==> src/rtl/scs_defines.svh <==
`ifndef SCS_DEFINES_SVH
`define SCS_DEFINES_SVH

// Timing
`define SCS_CLK_MHZ 100
`define SCS_UNDER_MIN_US 5
`define SCS_UNDER_CYC (`SCS_UNDER_MIN_US * `SCS_CLK_MHZ)
`define SCS_DEBOUNCE_MS 40
`define SCS_DEBOUNCE_CYC (`SCS_DEBOUNCE_MS * 1000 * `SCS_CLK_MHZ)
`define SCS_MISMATCH_US 3
`define SCS_MISMATCH_CYC (`SCS_MISMATCH_US * `SCS_CLK_MHZ)

// Register map, byte addresses
`define SCS_ADDR_STATUS 8'h00
`define SCS_ADDR_CFG 8'h04

// Status fields
`define SCS_ST_STATE_LO 0
`define SCS_ST_READY 2
`define SCS_ST_INSERTED 3
`define SCS_ST_LEVEL 4
`define SCS_ST_CH_ON 5
`define SCS_ST_F_UNDER 8
`define SCS_ST_F_TEMP 9
`define SCS_ST_F_REMOVE 10
`define SCS_ST_F_RST 11
`define SCS_ST_F_CLK 12

// Reset values
`define SCS_CFG_RST 16'h012C
`define SCS_SYNC_RST 18'h3FFFF
`define SCS_FAULT_RST 5'h00

`endif

==> src/rtl/scs_pkg.sv <==
package scs_pkg;

   typedef enum logic [1:0] {
      SCS_IDLE,
      SCS_ACTIVE,
      SCS_ALARM
   } scs_state_t;

   typedef enum logic [1:0] {
      SCS_CH_REST,
      SCS_CH_HOST_IN,
      SCS_CH_CARD_IN,
      SCS_CH_SETTLE
   } scs_dir_t;

   // Pin inputs crossing into the system clock domain
   typedef struct packed {
      logic power_request_n;
      logic chan_en_n;
      logic supply_level_sel;
      logic switch_pol_sel;
      logic card_switch_in;
      logic host_reset_in;
      logic host_clock_in;
      logic supply_in_reg;
      logic supply_under;
      logic over_temp;
      logic card_rst_sense;
      logic card_clk_sense;
      logic [2:0] host_line;
      logic [2:0] card_line;
   } scs_pins_t;

   // Sticky fault causes, cleared on return to Idle
   typedef struct packed {
      logic clk_mismatch;
      logic rst_mismatch;
      logic removal;
      logic over_temp;
      logic under;
   } scs_fault_t;

endpackage

==> src/rtl/scs_sequencer.sv <==
// The Wishbone interface to the registers and the address map were chosen for this implementation.
`timescale 1ns/1ns
`include "scs_defines.svh"
// Operation
// - Power request low enters Active and turns on the card supply.
// - Card reset and clock stay disabled until supply-ready goes low.
// - Data channels enabled only when supply ready and channel enable low.
// - Supply level latched at request falling edge, ignored while request low.
// - Disabled channels: card lines forced high, host lines released; Idle and Alarm drive the card lines low instead.
// - Channel enable never touches supply, reset or clock.
// - Polarity select chooses active switch level; inserted flag low means card.
// - Supply underrange lasting 5 us sends the device to Alarm.
// - Idle and Alarm discharge the card supply.
// - Idle drives card data, reset and clock lines low.
// - Channels rest high; first side low is input, other side output.
// - Output side is never passed back to input side while directed.
// - Input release returns both sides high, ready for either direction.
// - Output-side low outlasting input release is not passed back.
// - Direction chosen only from the both-high rest state.
// - Card reset differing from host reset for microseconds means Alarm.
// - Reset mismatch checked only after supply ready.
// - Sustained card clock versus host clock difference means Alarm.
// - Active with supply ready passes host clock and host reset to the card.
// - Alarm held until power request returns high.
// - Overtemperature after supply ready, or card removal, while Active also means Alarm.
// - Inserted after 40 ms continuous presence, released within 50 us.
module scs_sequencer #(
   parameter int DEBOUNCE_CYC = `SCS_DEBOUNCE_CYC,
   parameter int UNDER_CYC = `SCS_UNDER_CYC
) (
   input wire logic CLK_SYS,
   input wire logic RST,
   input wire logic WB_CYC_I,
   input wire logic WB_STB_I,
   input wire logic WB_WE_I,
   input wire logic [7:0] WB_ADR_I,
   input wire logic [3:0] WB_SEL_I,
   input wire logic [31:0] WB_DAT_I,
   output logic [31:0] WB_DAT_O,
   output logic WB_ACK_O,
   input wire logic POWER_REQUEST_N,
   input wire logic CHAN_EN_N,
   input wire logic SUPPLY_LEVEL_SEL,
   input wire logic SWITCH_POL_SEL,
   input wire logic CARD_SWITCH_IN,
   input wire logic HOST_RESET_IN,
   input wire logic HOST_CLOCK_IN,
   input wire logic SUPPLY_IN_REG,
   input wire logic SUPPLY_UNDER,
   input wire logic OVER_TEMP,
   input wire logic CARD_RST_SENSE,
   input wire logic CARD_CLK_SENSE,
   output logic SUPPLY_EN,
   output logic SUPPLY_LEVEL_LATCHED,
   output logic SUPPLY_DISCHARGE,
   output logic SUPPLY_READY_N,
   output logic ALARM_N,
   output logic CARD_INSERTED_N,
   output logic CARD_RST,
   output logic CARD_CLK,
   input wire logic [2:0] HOST_LINE_I,
   output logic [2:0] HOST_LINE_O,
   output logic [2:0] HOST_LINE_OE,
   input wire logic [2:0] CARD_LINE_I,
   output logic [2:0] CARD_LINE_O,
   output logic [2:0] CARD_LINE_OE
);

   generate
      if (DEBOUNCE_CYC < 1 || DEBOUNCE_CYC > 8388607) begin : g_bad_debounce
         $error("DEBOUNCE_CYC out of range");
      end
      if (UNDER_CYC < 1 || UNDER_CYC > 65535) begin : g_bad_under
         $error("UNDER_CYC out of range");
      end
   endgenerate

   scs_pkg::scs_pins_t pins_raw;
   scs_pkg::scs_pins_t meta_r;
   scs_pkg::scs_pins_t sync_r;
   scs_pkg::scs_state_t state_r;
   scs_pkg::scs_fault_t fault_r;
   scs_pkg::scs_fault_t fault_nxt;
   logic ready_r;
   logic level_r;
   logic inserted_r;
   logic [22:0] deb_cnt_r;
   logic [15:0] under_cnt_r;
   logic [15:0] rst_cnt_r;
   logic [15:0] clk_cnt_r;
   logic [15:0] cfg_mismatch_r;
   logic card_present;
   logic chan_on;
   logic checks_on;
   logic ack_r;
   logic [31:0] dat_r;
   logic [31:0] status_word;
   logic [2:0] ch_active;

   // Two-stage synchroniser on every pin input
   assign pins_raw = {POWER_REQUEST_N, CHAN_EN_N, SUPPLY_LEVEL_SEL, SWITCH_POL_SEL,
                      CARD_SWITCH_IN, HOST_RESET_IN, HOST_CLOCK_IN, SUPPLY_IN_REG,
                      SUPPLY_UNDER, OVER_TEMP, CARD_RST_SENSE, CARD_CLK_SENSE,
                      HOST_LINE_I, CARD_LINE_I};

   always_ff @(posedge CLK_SYS) begin
      if (RST) begin
         meta_r <= `SCS_SYNC_RST;
         sync_r <= `SCS_SYNC_RST;
      end else begin
         meta_r <= pins_raw;
         sync_r <= meta_r;
      end
   end

   assign card_present = sync_r.switch_pol_sel ? sync_r.card_switch_in
                                               : ~sync_r.card_switch_in;
   assign checks_on = (state_r == scs_pkg::SCS_ACTIVE) && ready_r;
   assign chan_on = checks_on && !sync_r.chan_en_n;

   // Fault detection
   always_comb begin
      fault_nxt = '0;
      if (state_r == scs_pkg::SCS_ACTIVE) begin
         fault_nxt.under = (under_cnt_r >= UNDER_CYC[15:0]);
         fault_nxt.removal = !card_present;
         fault_nxt.over_temp = checks_on && sync_r.over_temp;
         fault_nxt.rst_mismatch = checks_on && (rst_cnt_r >= cfg_mismatch_r);
         fault_nxt.clk_mismatch = checks_on && (clk_cnt_r >= cfg_mismatch_r);
      end
   end

   // Underrange duration
   always_ff @(posedge CLK_SYS) begin
      if (RST || state_r != scs_pkg::SCS_ACTIVE || !sync_r.supply_under) begin
         under_cnt_r <= 16'h0000;
      end else if (under_cnt_r != 16'hFFFF) begin
         under_cnt_r <= under_cnt_r + 16'h0001;
      end
   end

   // Mismatch duration; a short skew from the pad path is tolerated
   always_ff @(posedge CLK_SYS) begin
      if (RST || !checks_on || sync_r.card_rst_sense == sync_r.host_reset_in) begin
         rst_cnt_r <= 16'h0000;
      end else if (rst_cnt_r != 16'hFFFF) begin
         rst_cnt_r <= rst_cnt_r + 16'h0001;
      end
   end

   always_ff @(posedge CLK_SYS) begin
      if (RST || !checks_on || sync_r.card_clk_sense == sync_r.host_clock_in) begin
         clk_cnt_r <= 16'h0000;
      end else if (clk_cnt_r != 16'hFFFF) begin
         clk_cnt_r <= clk_cnt_r + 16'h0001;
      end
   end

   // Main sequencer
   always_ff @(posedge CLK_SYS) begin
      if (RST) begin
         state_r <= scs_pkg::SCS_IDLE;
      end else begin
         case (state_r)
            scs_pkg::SCS_IDLE: begin
               if (!sync_r.power_request_n) begin
                  state_r <= scs_pkg::SCS_ACTIVE;
               end
            end
            scs_pkg::SCS_ACTIVE: begin
               if (sync_r.power_request_n) begin
                  state_r <= scs_pkg::SCS_IDLE;
               end else if (fault_nxt != '0) begin
                  state_r <= scs_pkg::SCS_ALARM;
               end
            end
            scs_pkg::SCS_ALARM: begin
               if (sync_r.power_request_n) begin
                  state_r <= scs_pkg::SCS_IDLE;
               end
            end
            default: begin
               state_r <= scs_pkg::SCS_IDLE;
            end
         endcase
      end
   end

   // Causes stay visible through Alarm for software
   always_ff @(posedge CLK_SYS) begin
      if (RST || state_r == scs_pkg::SCS_IDLE) begin
         fault_r <= `SCS_FAULT_RST;
      end else if (state_r == scs_pkg::SCS_ACTIVE) begin
         fault_r <= fault_r | fault_nxt;
      end
   end

   // Level latch only on the Idle to Active step
   always_ff @(posedge CLK_SYS) begin
      if (RST) begin
         level_r <= 1'b0;
      end else if (state_r == scs_pkg::SCS_IDLE && !sync_r.power_request_n) begin
         level_r <= sync_r.supply_level_sel;
      end
   end

   // Ready stays low once regulation is reached, until Active is left
   always_ff @(posedge CLK_SYS) begin
      if (RST || state_r != scs_pkg::SCS_ACTIVE || sync_r.power_request_n ||
          fault_nxt != '0) begin
         ready_r <= 1'b0;
      end else if (sync_r.supply_in_reg && fault_nxt == '0) begin
         ready_r <= 1'b1;
      end
   end

   // Card detect debounce: slow set, immediate release
   always_ff @(posedge CLK_SYS) begin
      if (RST || !card_present) begin
         deb_cnt_r <= 23'h000000;
         inserted_r <= 1'b0;
      end else if (deb_cnt_r < DEBOUNCE_CYC[22:0] - 23'h000001) begin
         deb_cnt_r <= deb_cnt_r + 23'h000001;
      end else begin
         inserted_r <= 1'b1;
      end
   end

   // Supply and card reset and clock pads
   always_ff @(posedge CLK_SYS) begin
      if (RST) begin
         SUPPLY_EN <= 1'b0;
         SUPPLY_DISCHARGE <= 1'b1;
         SUPPLY_LEVEL_LATCHED <= 1'b0;
         SUPPLY_READY_N <= 1'b1;
         ALARM_N <= 1'b1;
         CARD_INSERTED_N <= 1'b1;
         CARD_RST <= 1'b0;
         CARD_CLK <= 1'b0;
      end else begin
         SUPPLY_EN <= (state_r == scs_pkg::SCS_ACTIVE);
         SUPPLY_DISCHARGE <= (state_r != scs_pkg::SCS_ACTIVE);
         SUPPLY_LEVEL_LATCHED <= level_r;
         SUPPLY_READY_N <= !ready_r;
         ALARM_N <= (state_r != scs_pkg::SCS_ALARM);
         CARD_INSERTED_N <= !inserted_r;
         CARD_RST <= checks_on && sync_r.host_reset_in;
         CARD_CLK <= checks_on && sync_r.host_clock_in;
      end
   end

   // Half-duplex direction arbiters
   generate
      for (genvar i = 0; i < 3; i++) begin : g_ch
         scs_pkg::scs_dir_t dir_r;
         logic host_hi;
         logic card_hi;

         assign host_hi = sync_r.host_line[i];
         assign card_hi = sync_r.card_line[i];
         assign ch_active[i] = (dir_r != scs_pkg::SCS_CH_REST);

         always_ff @(posedge CLK_SYS) begin
            if (RST || !chan_on) begin
               dir_r <= scs_pkg::SCS_CH_REST;
            end else begin
               case (dir_r)
                  scs_pkg::SCS_CH_REST: begin
                     // Host side wins a simultaneous low
                     if (!host_hi) begin
                        dir_r <= scs_pkg::SCS_CH_HOST_IN;
                     end else if (!card_hi) begin
                        dir_r <= scs_pkg::SCS_CH_CARD_IN;
                     end
                  end
                  scs_pkg::SCS_CH_HOST_IN: begin
                     if (host_hi) begin
                        dir_r <= scs_pkg::SCS_CH_SETTLE;
                     end
                  end
                  scs_pkg::SCS_CH_CARD_IN: begin
                     if (card_hi) begin
                        dir_r <= scs_pkg::SCS_CH_SETTLE;
                     end
                  end
                  scs_pkg::SCS_CH_SETTLE: begin
                     // Waits out our own released drive and any foreign low
                     if (host_hi && card_hi) begin
                        dir_r <= scs_pkg::SCS_CH_REST;
                     end
                  end
                  default: begin
                     dir_r <= scs_pkg::SCS_CH_REST;
                  end
               endcase
            end
         end

         always_ff @(posedge CLK_SYS) begin
            if (RST || state_r != scs_pkg::SCS_ACTIVE) begin
               CARD_LINE_O[i] <= 1'b0;
               CARD_LINE_OE[i] <= 1'b1;
               HOST_LINE_O[i] <= 1'b0;
               HOST_LINE_OE[i] <= 1'b0;
            end else if (!chan_on) begin
               CARD_LINE_O[i] <= 1'b1;
               CARD_LINE_OE[i] <= 1'b1;
               HOST_LINE_O[i] <= 1'b0;
               HOST_LINE_OE[i] <= 1'b0;
            end else begin
               CARD_LINE_O[i] <= 1'b0;
               CARD_LINE_OE[i] <= (dir_r == scs_pkg::SCS_CH_HOST_IN);
               HOST_LINE_O[i] <= 1'b0;
               HOST_LINE_OE[i] <= (dir_r == scs_pkg::SCS_CH_CARD_IN);
            end
         end
      end
   endgenerate

   // Wishbone classic slave, one wait state
   always_comb begin
      status_word = 32'h00000000;
      status_word[`SCS_ST_STATE_LO +: 2] = state_r;
      status_word[`SCS_ST_READY] = ready_r;
      status_word[`SCS_ST_INSERTED] = inserted_r;
      status_word[`SCS_ST_LEVEL] = level_r;
      status_word[`SCS_ST_CH_ON +: 3] = ch_active;
      status_word[`SCS_ST_F_UNDER] = fault_r.under;
      status_word[`SCS_ST_F_TEMP] = fault_r.over_temp;
      status_word[`SCS_ST_F_REMOVE] = fault_r.removal;
      status_word[`SCS_ST_F_RST] = fault_r.rst_mismatch;
      status_word[`SCS_ST_F_CLK] = fault_r.clk_mismatch;
   end

   always_ff @(posedge CLK_SYS) begin
      if (RST) begin
         ack_r <= 1'b0;
         dat_r <= 32'h00000000;
      end else begin
         ack_r <= WB_CYC_I && WB_STB_I && !ack_r;
         if (WB_CYC_I && WB_STB_I && !ack_r) begin
            if (WB_ADR_I == `SCS_ADDR_STATUS) begin
               dat_r <= status_word;
            end else if (WB_ADR_I == `SCS_ADDR_CFG) begin
               dat_r <= {16'h0000, cfg_mismatch_r};
            end else begin
               dat_r <= 32'h00000000;
            end
         end
      end
   end

   // Write lands on the edge that samples ack
   always_ff @(posedge CLK_SYS) begin
      if (RST) begin
         cfg_mismatch_r <= `SCS_CFG_RST;
      end else if (WB_CYC_I && WB_STB_I && WB_WE_I && ack_r &&
                   WB_ADR_I == `SCS_ADDR_CFG) begin
         if (WB_SEL_I[0]) begin
            cfg_mismatch_r[7:0] <= WB_DAT_I[7:0];
         end
         if (WB_SEL_I[1]) begin
            cfg_mismatch_r[15:8] <= WB_DAT_I[15:8];
         end
      end
   end

   assign WB_ACK_O = ack_r;
   assign WB_DAT_O = dat_r;

endmodule

==> config.mk <==
export PLATFORM = sky130hd
export DESIGN_NAME = scs_sequencer
export DESIGN_NICKNAME = d
export VERILOG_FILES = /design/src/rtl/scs_pkg.sv /design/src/rtl/scs_sequencer.sv
export VERILOG_INCLUDE_DIRS = /design/src /design/src/rtl
export SDC_FILE = /design/constraint.sdc
export NUM_CORES = 1
export LEC_CHECK = 0
export BUFFER_PORTS_ARGS = -buffer_cell sky130_fd_sc_hd__buf_2
export CAP_MARGIN = 15
export CORE_UTILIZATION = 25
export DETAILED_ROUTE_END_ITERATION = 8
export GPL_ROUTABILITY_DRIVEN = 0
export PLACE_DENSITY = 0.43
export SYNTH_ARGS = -nofsm -noshare
export SYNTH_HDL_FRONTEND = slang
export SYNTH_SLANG_ARGS = --single-unit
==> constraint.sdc <==
create_clock -name CLK_SYS -period 1.95 [get_ports CLK_SYS]
set_input_delay 0.0975 -clock CLK_SYS [delete_from_list [all_inputs] [get_ports CLK_SYS]]
set_output_delay 0.0975 -clock CLK_SYS [all_outputs]
set_load 0.02 [all_outputs]
==> qor.yml, run 1 <==
placement:
  dp_hpwl_um: 15700
  place_area_sq_um: 9460
  io_buffers: 82
  place_inst: 1453
clock_network:
  htreeDepth: 4
  clk_path_buf_depth: 2
  clk_pin_slew_ns: 0.07
  root_buffer: "clkbuf_16"
  cts_buffers: 17
  cts.sinks: 171
  insertion_delay_ns: 0.43
  tritoncts: "done"
worst_setup_path:
  critPathRequiredTime_ns: 2.29
  path_class: "flop to flop"
  path_max_fanout: 3
  critical_path_arrival_ns: 2.33
  reg2reg_depth: 8
  worst_setup_path_end_kind: "flop"
  start_kind: "flop"
grt:
  track_usage_pct: 13.3
  grt_pass1_vias: 6645
  grt-ovfl-total: 0
  antenna_found_initial: 0
  grt_pass1_wl_um: 34000
  grt_max_degree: 29
die:
  die_w_um: 180
  core_sq_um: 30800
  ioPinCount: 120
  initial_core_util_pct: 25.7
  die_y_um: 180
  die_area_sq_um: 32400
  std_cell_rows: 64
sta:
  hold_violations: 0
  fin_worst_skew_ns: 0.0126
  worstMarginPinSlew_ns: 0.520
  relSlewSlack_pct: 65.1
  rsz0062_at_grt: "true"
  finalSetupViolCount: 1
  timing.final.crit_period_ns: 1.98
  fin_ws_ns: -0.0319
  fin_setup_tns_ns: -0.0319
  drv_slew: 0
  min_period_over_period_pct: 102
  fmaxAchievable_mhz: 505
routing:
  wl_met1_um: 10200
  vias_per_cell: 4.42
  drt-initial-drc-count: 271
  via_count: 6708
  dr.max_layer_used: "met4"
  drt-total-wl_um: 20900
  wl_per_cell_um: 13.8
  drc: 11
  drtPass1Iterations: 9
  dr_wl_met3_um: 752
  ant_nets: 0
  wl_met2_um: 9700
cells_and_area:
  drive_gt1_share_pct: 31.4
  multiInputGateArea_sq_um: 4460
  diodes: 0
  regArea_sq_um: 3450
  fin_util_pct: 34.7
  layout.cells.non_filler: 1517
  nFillCells: 3181
  syn2layout_area_growth_pct: 35.3
  final_area_sq_um: 10700
  nets: 1225
pwr:
  peakVddDrop_v: 0.000567
  total_leakage_power_nw: 4.43
  total_power_w: 0.00717
  cellPowerDensity_nw_per_um2: 669
logic_synthesis:
  ys_ff_latch: 171
  ys_seq_area_share_pct: 43.3
  synth_edf_count: 0
  synth-main-ff-cell: "dfxtp_1"
  netlist_instances: 896
  async_flop_share_pct: 0
  synth_area_sq_um: 7920
  syn_area_per_cell_sq_um: 8.83
  yosysUniqueCellTypes: 59
  yosys_warnings: 0
status:
  violations: "DRC, setup timing"
  status: "finished with violations"
run:
  cap_violations: 0
min_path:
  hp-class: "input pin to flop"
  hold_depth: 4
per-layer routing:
metal  GRT usage (%)  vias up
li1                -     3456
met1            17.1     3123
met2            22.3      117
met3            2.74       12
met4            3.72        0
met5               0        -
logic make-up (layout without fill, tap and decap cells):
logic type,count (synthesis),in the layout,synth area share (%)
AND/OR/NAND/NOR,390,390,24.8
other,1,19,0.0474
XOR/XNOR,45,45,4.98
adder cells (fa/ha/maj),49,49,7.75
multiplexers,27,27,3.54
flip-flops,171,171,43.3
buffers and inverters,95,302,5.63
AO/OA/AOI/OAI,118,118,10.1
power breakdown:
part	internal (W)	switching [W]	total (W)
Sequential	0.00354	0.0000223	0.00356
Clock	0.00185	0.00144	0.00330
Combinational	0.000145	0.000168	0.000313
state kept, by name (all words and copies together), names as in the netlist, 2 cells and up:
name            flops
deb_cnt_r          23
meta_r             18
WB_DAT_O           16
cfg_mismatch_r     16
clk_cnt_r          16
rst_cnt_r          16
under_cnt_r        16
sync_r             12
g_ch.dir_r          6
fault_r             5
CARD_LINE_OE        3
HOST_LINE_OE        3
g_ch.card_hi        3
g_ch.host_hi        3
state_r             2
cell usage after synthesis, types with 4 or more instances:
library cell | n | area share [%]
buf_4 | 21 | 2.0
a211oi_1 | 9 | 0.85
nor3_1 | 22 | 1.4
mux2i_1 | 19 | 2.4
nor2b_1 | 6 | 0.47
ha_1 | 49 | 7.7
a31oi_1 | 6 | 0.47
nor2_1 | 122 | 5.8
nand2b_1 | 10 | 0.79
a31o_2 | 5 | 0.55
a21oi_1 | 32 | 2.0
xnor2_1 | 31 | 3.4
and4_1 | 4 | 0.44
clkbuf_1 | 25 | 1.2
o21bai_1 | 5 | 0.47
or2_2 | 40 | 3.2
dfxtp_1 | 171 | 43
or3_1 | 8 | 0.63
xor2_1 | 14 | 1.5
nand3_1 | 46 | 2.9
o211ai_1 | 5 | 0.47
a22oi_1 | 13 | 1.2
o21ai_0 | 16 | 1.0
nand2_1 | 63 | 3.0
and3_1 | 17 | 1.3
mux2_2 | 8 | 1.1
a211o_1 | 6 | 0.66
nor4_1 | 17 | 1.3
nand4_1 | 11 | 0.87
inv_1 | 45 | 2.1
and2_1 | 10 | 0.79
layout by cell type, fill, tap and decap left out, types with 15 or more instances in the layout:
cell type / count
dfxtp_1: 152
nand3_1: 45
buf_4: 112
ha_1: 39
xnor2_1: 31
and3_1: 15
nand2_1: 58
dfxtp_2: 19
conb_1: 19
nor2_1: 122
a21oi_1: 32
or2_2: 39
mux2i_1: 19
inv_1: 38
clkbuf_16: 17
buf_2: 82
dlygate4sd3_1: 30
nor3_1: 18
final cells by class:
class | instances | area share [%]
Sequential cell | 171 | 32.2
Tap cell | 396 | 4.63
Clock buffer | 21 | 4.39
Clock inverter | 10 | 0.853
Inverter | 45 | 1.58
Multi-Input combinational cell | 648 | 41.7
Timing Repair Buffer | 226 | 14.7
path summary, 6_finish.rpt:
path / from / to / slack (ns)
worst max-delay path: cfg_mismatch_r[10] / state_r[1] / -0.03
worst max register to register: cfg_mismatch_r[10] / state_r[1] / -0.03
worst min register to register: meta_r[16] / sync_r[16] / 0.40
worst min-delay path: WB_DAT_I[2] / cfg_mismatch_r[2] / 0.02
metrics by stage:
| step | hold slack [ns] | setup WS [ns] |
|---|---|---|
| 5_1_grt | 0.0347 | -0.139 |
| 4_1_cts | 0.00879 | -0.0398 |
| 2_1_floorplan | 0.201 | 0.0134 |
| 6_report | 0.0211 | -0.0319 |
| 3_3_place_gp | 0.281 | -0.149 |
| 3_5_place_dp | 0.281 | -0.191 |
what timing repair did:
action / CTS / global route
endpoints found under the setup margin: 9 / 42
hold endpoints to repair: 30 / 0
hold buffers: 30 / 0
gates resized for setup: 33 / 49
pin swaps: 15 / 22
setup buffers: 3 / 3
critical path, cell delays in order (launching register included):
cell and delay, ns:
dfxtp_2 0.32, inv_1 0.05, ha_1 0.30, and4_4 0.22, nand2_4 0.06, a2111oi_4 0.35, o31ai_4 0.14, a41o_1 0.22
a311oi_1 0.24
Note: power is estimated with default switching activity, not from simulation.
==> inputs of run 2 (changes only) <==
Settings changed: CELL_PAD_IN_SITES_DETAIL_PLACEMENT from default to 0, CELL_PAD_IN_SITES_GLOBAL_PLACEMENT from default to 1, PLACE_DENSITY 0.43 to 0.53.
==> qor.yml, run 2 (same netlist as run 1, synthesis figures left out) <==
cells_and_area:
  final_common_cell: "dfxtp_1"
  largestRegisters: "deb_cnt_r (23), meta_r (18)"
  nets: 1229
  drive_gt1_share_pct: 32.9
  largest_register_ffs: 23
  regMostFlops: "deb_cnt_r"
  syn2layout_area_growth_pct: 36.6
  final_cell_mix: "dfxtp_1, nor2_1, buf_4"
  diodes: 0
  final_area_sq_um: 10800
sta:
  fin_setup_tns_ns: -0.00548
  timing.final.crit_period_ns: 1.96
  min_period_over_period_pct: 100
  hold_violations: 0
  fin_ws_ns: -0.00548
  rsz0062_at_grt: "true"
  fin_worst_skew_ns: 0.00844
  finalSetupViolCount: 1
  fmaxAchievable_mhz: 511
  relSlewSlack_pct: 63.0
  worstMarginPinSlew_ns: 0.552
  drv_slew: 0
worst_setup_path:
  critPathRequiredTime_ns: 2.26
  worst_setup_path_end_kind: "flop"
  crit_chain: "inv_2, ha_4, a21oi_2, o21ai_1, a221o_1, o31ai_4, a41o_1, a311oi_1"
  path_max_fanout: 3
  start_kind: "flop"
  path_class: "flop to flop"
  reg2reg_depth: 8
  critical_path_arrival_ns: 2.26
  critical-path-slowest-cell: "a221o_1"
  slowest_delay_ns: 0.42
die:
  die_w_um: 180
  std_cell_rows: 64
  die_y_um: 180
  ioPinCount: 120
  initial_core_util_pct: 25.7
  die_area_sq_um: 32400
  core_sq_um: 30800
grt:
  grt_pass1_wl_um: 34800
  grt_pass1_vias: 6559
  antenna_found_initial: 0
  grt-ovfl-total: 0
  track_usage_pct: 13.7
  grt_max_degree: 40
clock_network:
  root_buffer: "clkbuf_16"
  clk_pin_slew_ns: 0.07
  tritoncts: "done"
  htreeDepth: 4
  clk_path_buf_depth: 2
  insertion_delay_ns: 0.44
  cts.sinks: 171
  cts_buffers: 17
routing:
  wl_per_cell_um: 14.1
  ant_nets: 0
  drt-total-wl_um: 21400
  drc: 10
  via_count: 6668
  drtPass1Iterations: 6
  drt-initial-drc-count: 229
  vias_per_cell: 4.38
placement:
  dp_hpwl_um: 16000
  place_area_sq_um: 9480
  io_buffers: 82
run:
  cap_violations: 0
min_path:
  hp-class: "input pin to flop"
  hold_depth: 4
status:
  violations: "DRC, setup timing"
  status: "finished with violations"
pwr:
  cellPowerDensity_nw_per_um2: 660
  total_leakage_power_nw: 4.45
  peakVddDrop_v: 0.000542
## run 2: final timing paths
path / from / endpoint / slack (ns)
setup reg to reg: cfg_mismatch_r[9] / state_r[1] / -0.005
hold reg to reg: inserted_r / CARD_INSERTED_N / 0.39
setup / recovery: cfg_mismatch_r[9] / state_r[1] / -0.005
hold / removal: WB_DAT_I[3] / cfg_mismatch_r[3] / 0.03
## run 2: cell type report
class / instances / area (sq um)
clock buffers: 18 / 439
multi-input cells: 648 / 4530
fillers: 3164 / 20000
clock inverters: 14 / 115
repair buffers: 230 / 1610
flip-flops and latches: 171 / 3460
well taps: 396 / 495
inverters: 45 / 169
## run 2: stage by stage
| step | power (W) | utilization, % | hold WS [ns] | setup WS [ns] | std cells |
|---|---|---|---|---|---|
| 2_1_floorplan | 0.00383 | - | 0.201 | 0.0134 | 914 |
| 3_3_place_gp | 0.00392 | 30.8 | 0.282 | -0.175 | 1456 |
| 3_5_place_dp | 0.00392 | 30.8 | 0.283 | -0.189 | 1456 |
| 4_1_cts | 0.00727 | 34.4 | 0.0297 | -0.00580 | 1522 |
| 5_1_grt | 0.00744 | 35.1 | 0.0444 | -0.0747 | 1522 |
| 6_report | 0.00713 | 35.1 | 0.0315 | -0.00548 | 1522 |
## run 2: per-layer routing
layer  up-vias  track usage (%)  part of all wire, %
met5         -                0                    0
met4         0             3.83                  1.4
met3        19             3.14                  3.1
met2        92             22.1                   46
met1      3082             18.2                   50
li1       3475                -                    -
## run 2: what timing repair did
item                                    in CTS  in global routing
endpoints found under the hold margin       31                  0
gates cloned                                 0                  0
endpoints found under the setup margin      11                 32
pin swaps                                   23                 24
gates resized for setup                     50                 47
setup buffers                                3                  2
hold buffers                                31                  0
## run 2: power breakdown
part           switching (W)  total [W]  internal, W
Combinational       0.000173   0.000321     0.000148
Sequential         0.0000228    0.00356      0.00353
Clock                0.00156    0.00325      0.00169
## run 2: worst max-delay path: cells and delay by family, from the launching register on
family                     cells  cell delay [ns]
adders and majority gates      1             0.23
buffers and inverters          1             0.05
AOI/OAI and AO/OA              6             1.20
DFF                            1             0.34
==> inputs of run 3 (changes only) <==
Settings changed: REMOVE_ABC_BUFFERS from default to 1.
==> qor.yml, run 3 (same netlist as run 1, synthesis figures left out) <==
worst_setup_path:
  worst_setup_path_end_kind: "flop"
  critPathRequiredTime_ns: 2.26
  path_max_fanout: 2
  crit_buf_inv: 1
  crit_chain: "ha_4, nand2b_4, a2111oi_4, a2111oi_4, o31ai_2, buf_4, o21ba_4, nor2_1"
  critical_path_arrival_ns: 2.29
  path_class: "flop to flop"
  critical-path-slowest-cell: "dfxtp_1"
  cp_top_family: "compound AO/OA/AOI/OAI gates"
  cpMostUsedCell: "a2111oi_4"
  slowest_delay_ns: 0.39
  start_kind: "flop"
clock_network:
  insertion_delay_ns: 0.43
  clk_path_buf_depth: 2
  clk_pin_slew_ns: 0.07
  root_buffer: "clkbuf_16"
  cts.sinks: 171
  tritoncts: "done"
  htreeDepth: 4
  cts_buffers: 17
cells_and_area:
  final_common_cell: "dfxtp_1"
  syn2layout_area_growth_pct: 39.3
  diodes: 0
  nets: 1245
  nFillCells: 3186
  largestRegisters: "deb_cnt_r (23), meta_r (18)"
  layout.cells.non_filler: 1538
  final_cell_mix: "dfxtp_1, buf_4, nor2_1"
  multiInputGateArea_sq_um: 4520
  final_area_sq_um: 11000
  largest_register_ffs: 23
  drive_gt1_share_pct: 32.3
  regMostFlops: "deb_cnt_r"
  regArea_sq_um: 3440
  fin_util_pct: 35.8
grt:
  antenna_found_initial: 0
  grt_max_degree: 46
  track_usage_pct: 13.6
  grt_busiest_layer: "met2"
  grt-ovfl-total: 0
  grt_use_met2_pct: 22.4
  grt_pass1_vias: 6642
  grt_use_met1_pct: 17.6
  grt_util_met3_pct: 2.74
  grt_pass1_wl_um: 34700
status:
  status: "finished with violations"
  violations: "DRC, setup timing"
pwr:
  total_leakage_power_nw: 4.56
  cellPowerDensity_nw_per_um2: 677
  total_power_w: 0.00746
  peakVddDrop_v: 0.000678
die:
  ioPinCount: 120
  die_w_um: 180
  die_y_um: 180
  initial_core_util_pct: 25.7
  core_sq_um: 30800
  std_cell_rows: 64
  die_area_sq_um: 32400
sta:
  fin_worst_skew_ns: 0.0103
  min_period_over_period_pct: 101
  finalSetupViolCount: 1
  fin_ws_ns: -0.0292
  timing.final.crit_period_ns: 1.98
  drv_slew: 0
  hold_violations: 0
  fmaxAchievable_mhz: 505
  rsz0062_at_grt: "true"
routing:
  drt-total-wl_um: 21100
  drtPass1Iterations: 6
  drt-initial-drc-count: 271
  vias_per_cell: 4.33
  drc: 4
  via_count: 6667
  wl_per_cell_um: 13.7
  ant_nets: 0
placement:
  pre_cts_ws_ns: -0.419
  dp_hpwl_um: 15700
  place_area_sq_um: 9620
  io_buffers: 82
  place_inst: 1470
min_path:
  hp-class: "input pin to flop"
run:
  cap_violations: 0
run 3: cell types whose count changed in the layout (fill, tap and decap cells not counted), moves of 4 or more:
cell     before  now
dfxtp_1     149  159
inv_2         9    3
nor4_2        8    4
buf_12        0    4
inv_1        36   42
dfxtp_2      20   10
buf_4       115  126
run 3: what timing repair did:
action	4_1_cts	5_1_grt
hold buffers	32	0
setup endpoints to repair	18	36
pin swaps	8	25
resized for setup	39	48
buffers inserted	2	2
hold endpoints to repair	32	0
run 3: worst paths after layout:
path | from | to | slack (ns) | depth (start not counted)
hold reg to reg | meta_r[12] | sync_r[12] | 0.41 | 1
setup / recovery | cfg_mismatch_r[0] | fault_r[3] | -0.03 | 8
setup reg to reg | cfg_mismatch_r[0] | fault_r[3] | -0.03 | 8
hold / removal | WB_DAT_I[2] | cfg_mismatch_r[2] | 0.02 | 4
run 3: final cells by class:
cell class / count / share of cell area (%)
flip-flops and latches: 171 / 31.2
clock buffers: 19 / 4.11
clock inverters: 13 / 1.50
repair buffers: 246 / 16.1
well taps: 396 / 4.49
inverters: 45 / 1.53
multi-input cells: 648 / 41.0
run 3: routing by layer:
metal  routed length, um  vias up  share of wire (%)
li1                    -     3514                  -
met1               10400     3053                 49
met2                9740       87                 46
met3                 695       13                3.3
met4                 269        0                1.3
met5                   0        -                  0
run 3: stage by stage:
step | TNS [ns] | hold WS, ns
2_1_floorplan | -0.412 | 0.167
3_3_place_gp | -1.28 | 0.281
3_5_place_dp | -1.35 | 0.281
4_1_cts | -0.140 | 0.00317
5_1_grt | -0.652 | 0.0325
6_report | -0.0292 | 0.0243
run 3: tightest hold or removal path: cells and delay by family:
family | cells | cell delay (ns)
AO/OA/AOI/OAI | 1 | 0.10
AND/OR/NAND/NOR | 1 | 0.09
buffers and inverters | 2 | 0.14
run 3: power by group:
part           switching (W)  internal, W
clock network        0.00149      0.00209
registers          0.0000200      0.00353
logic               0.000170     0.000152
total                0.00168      0.00578
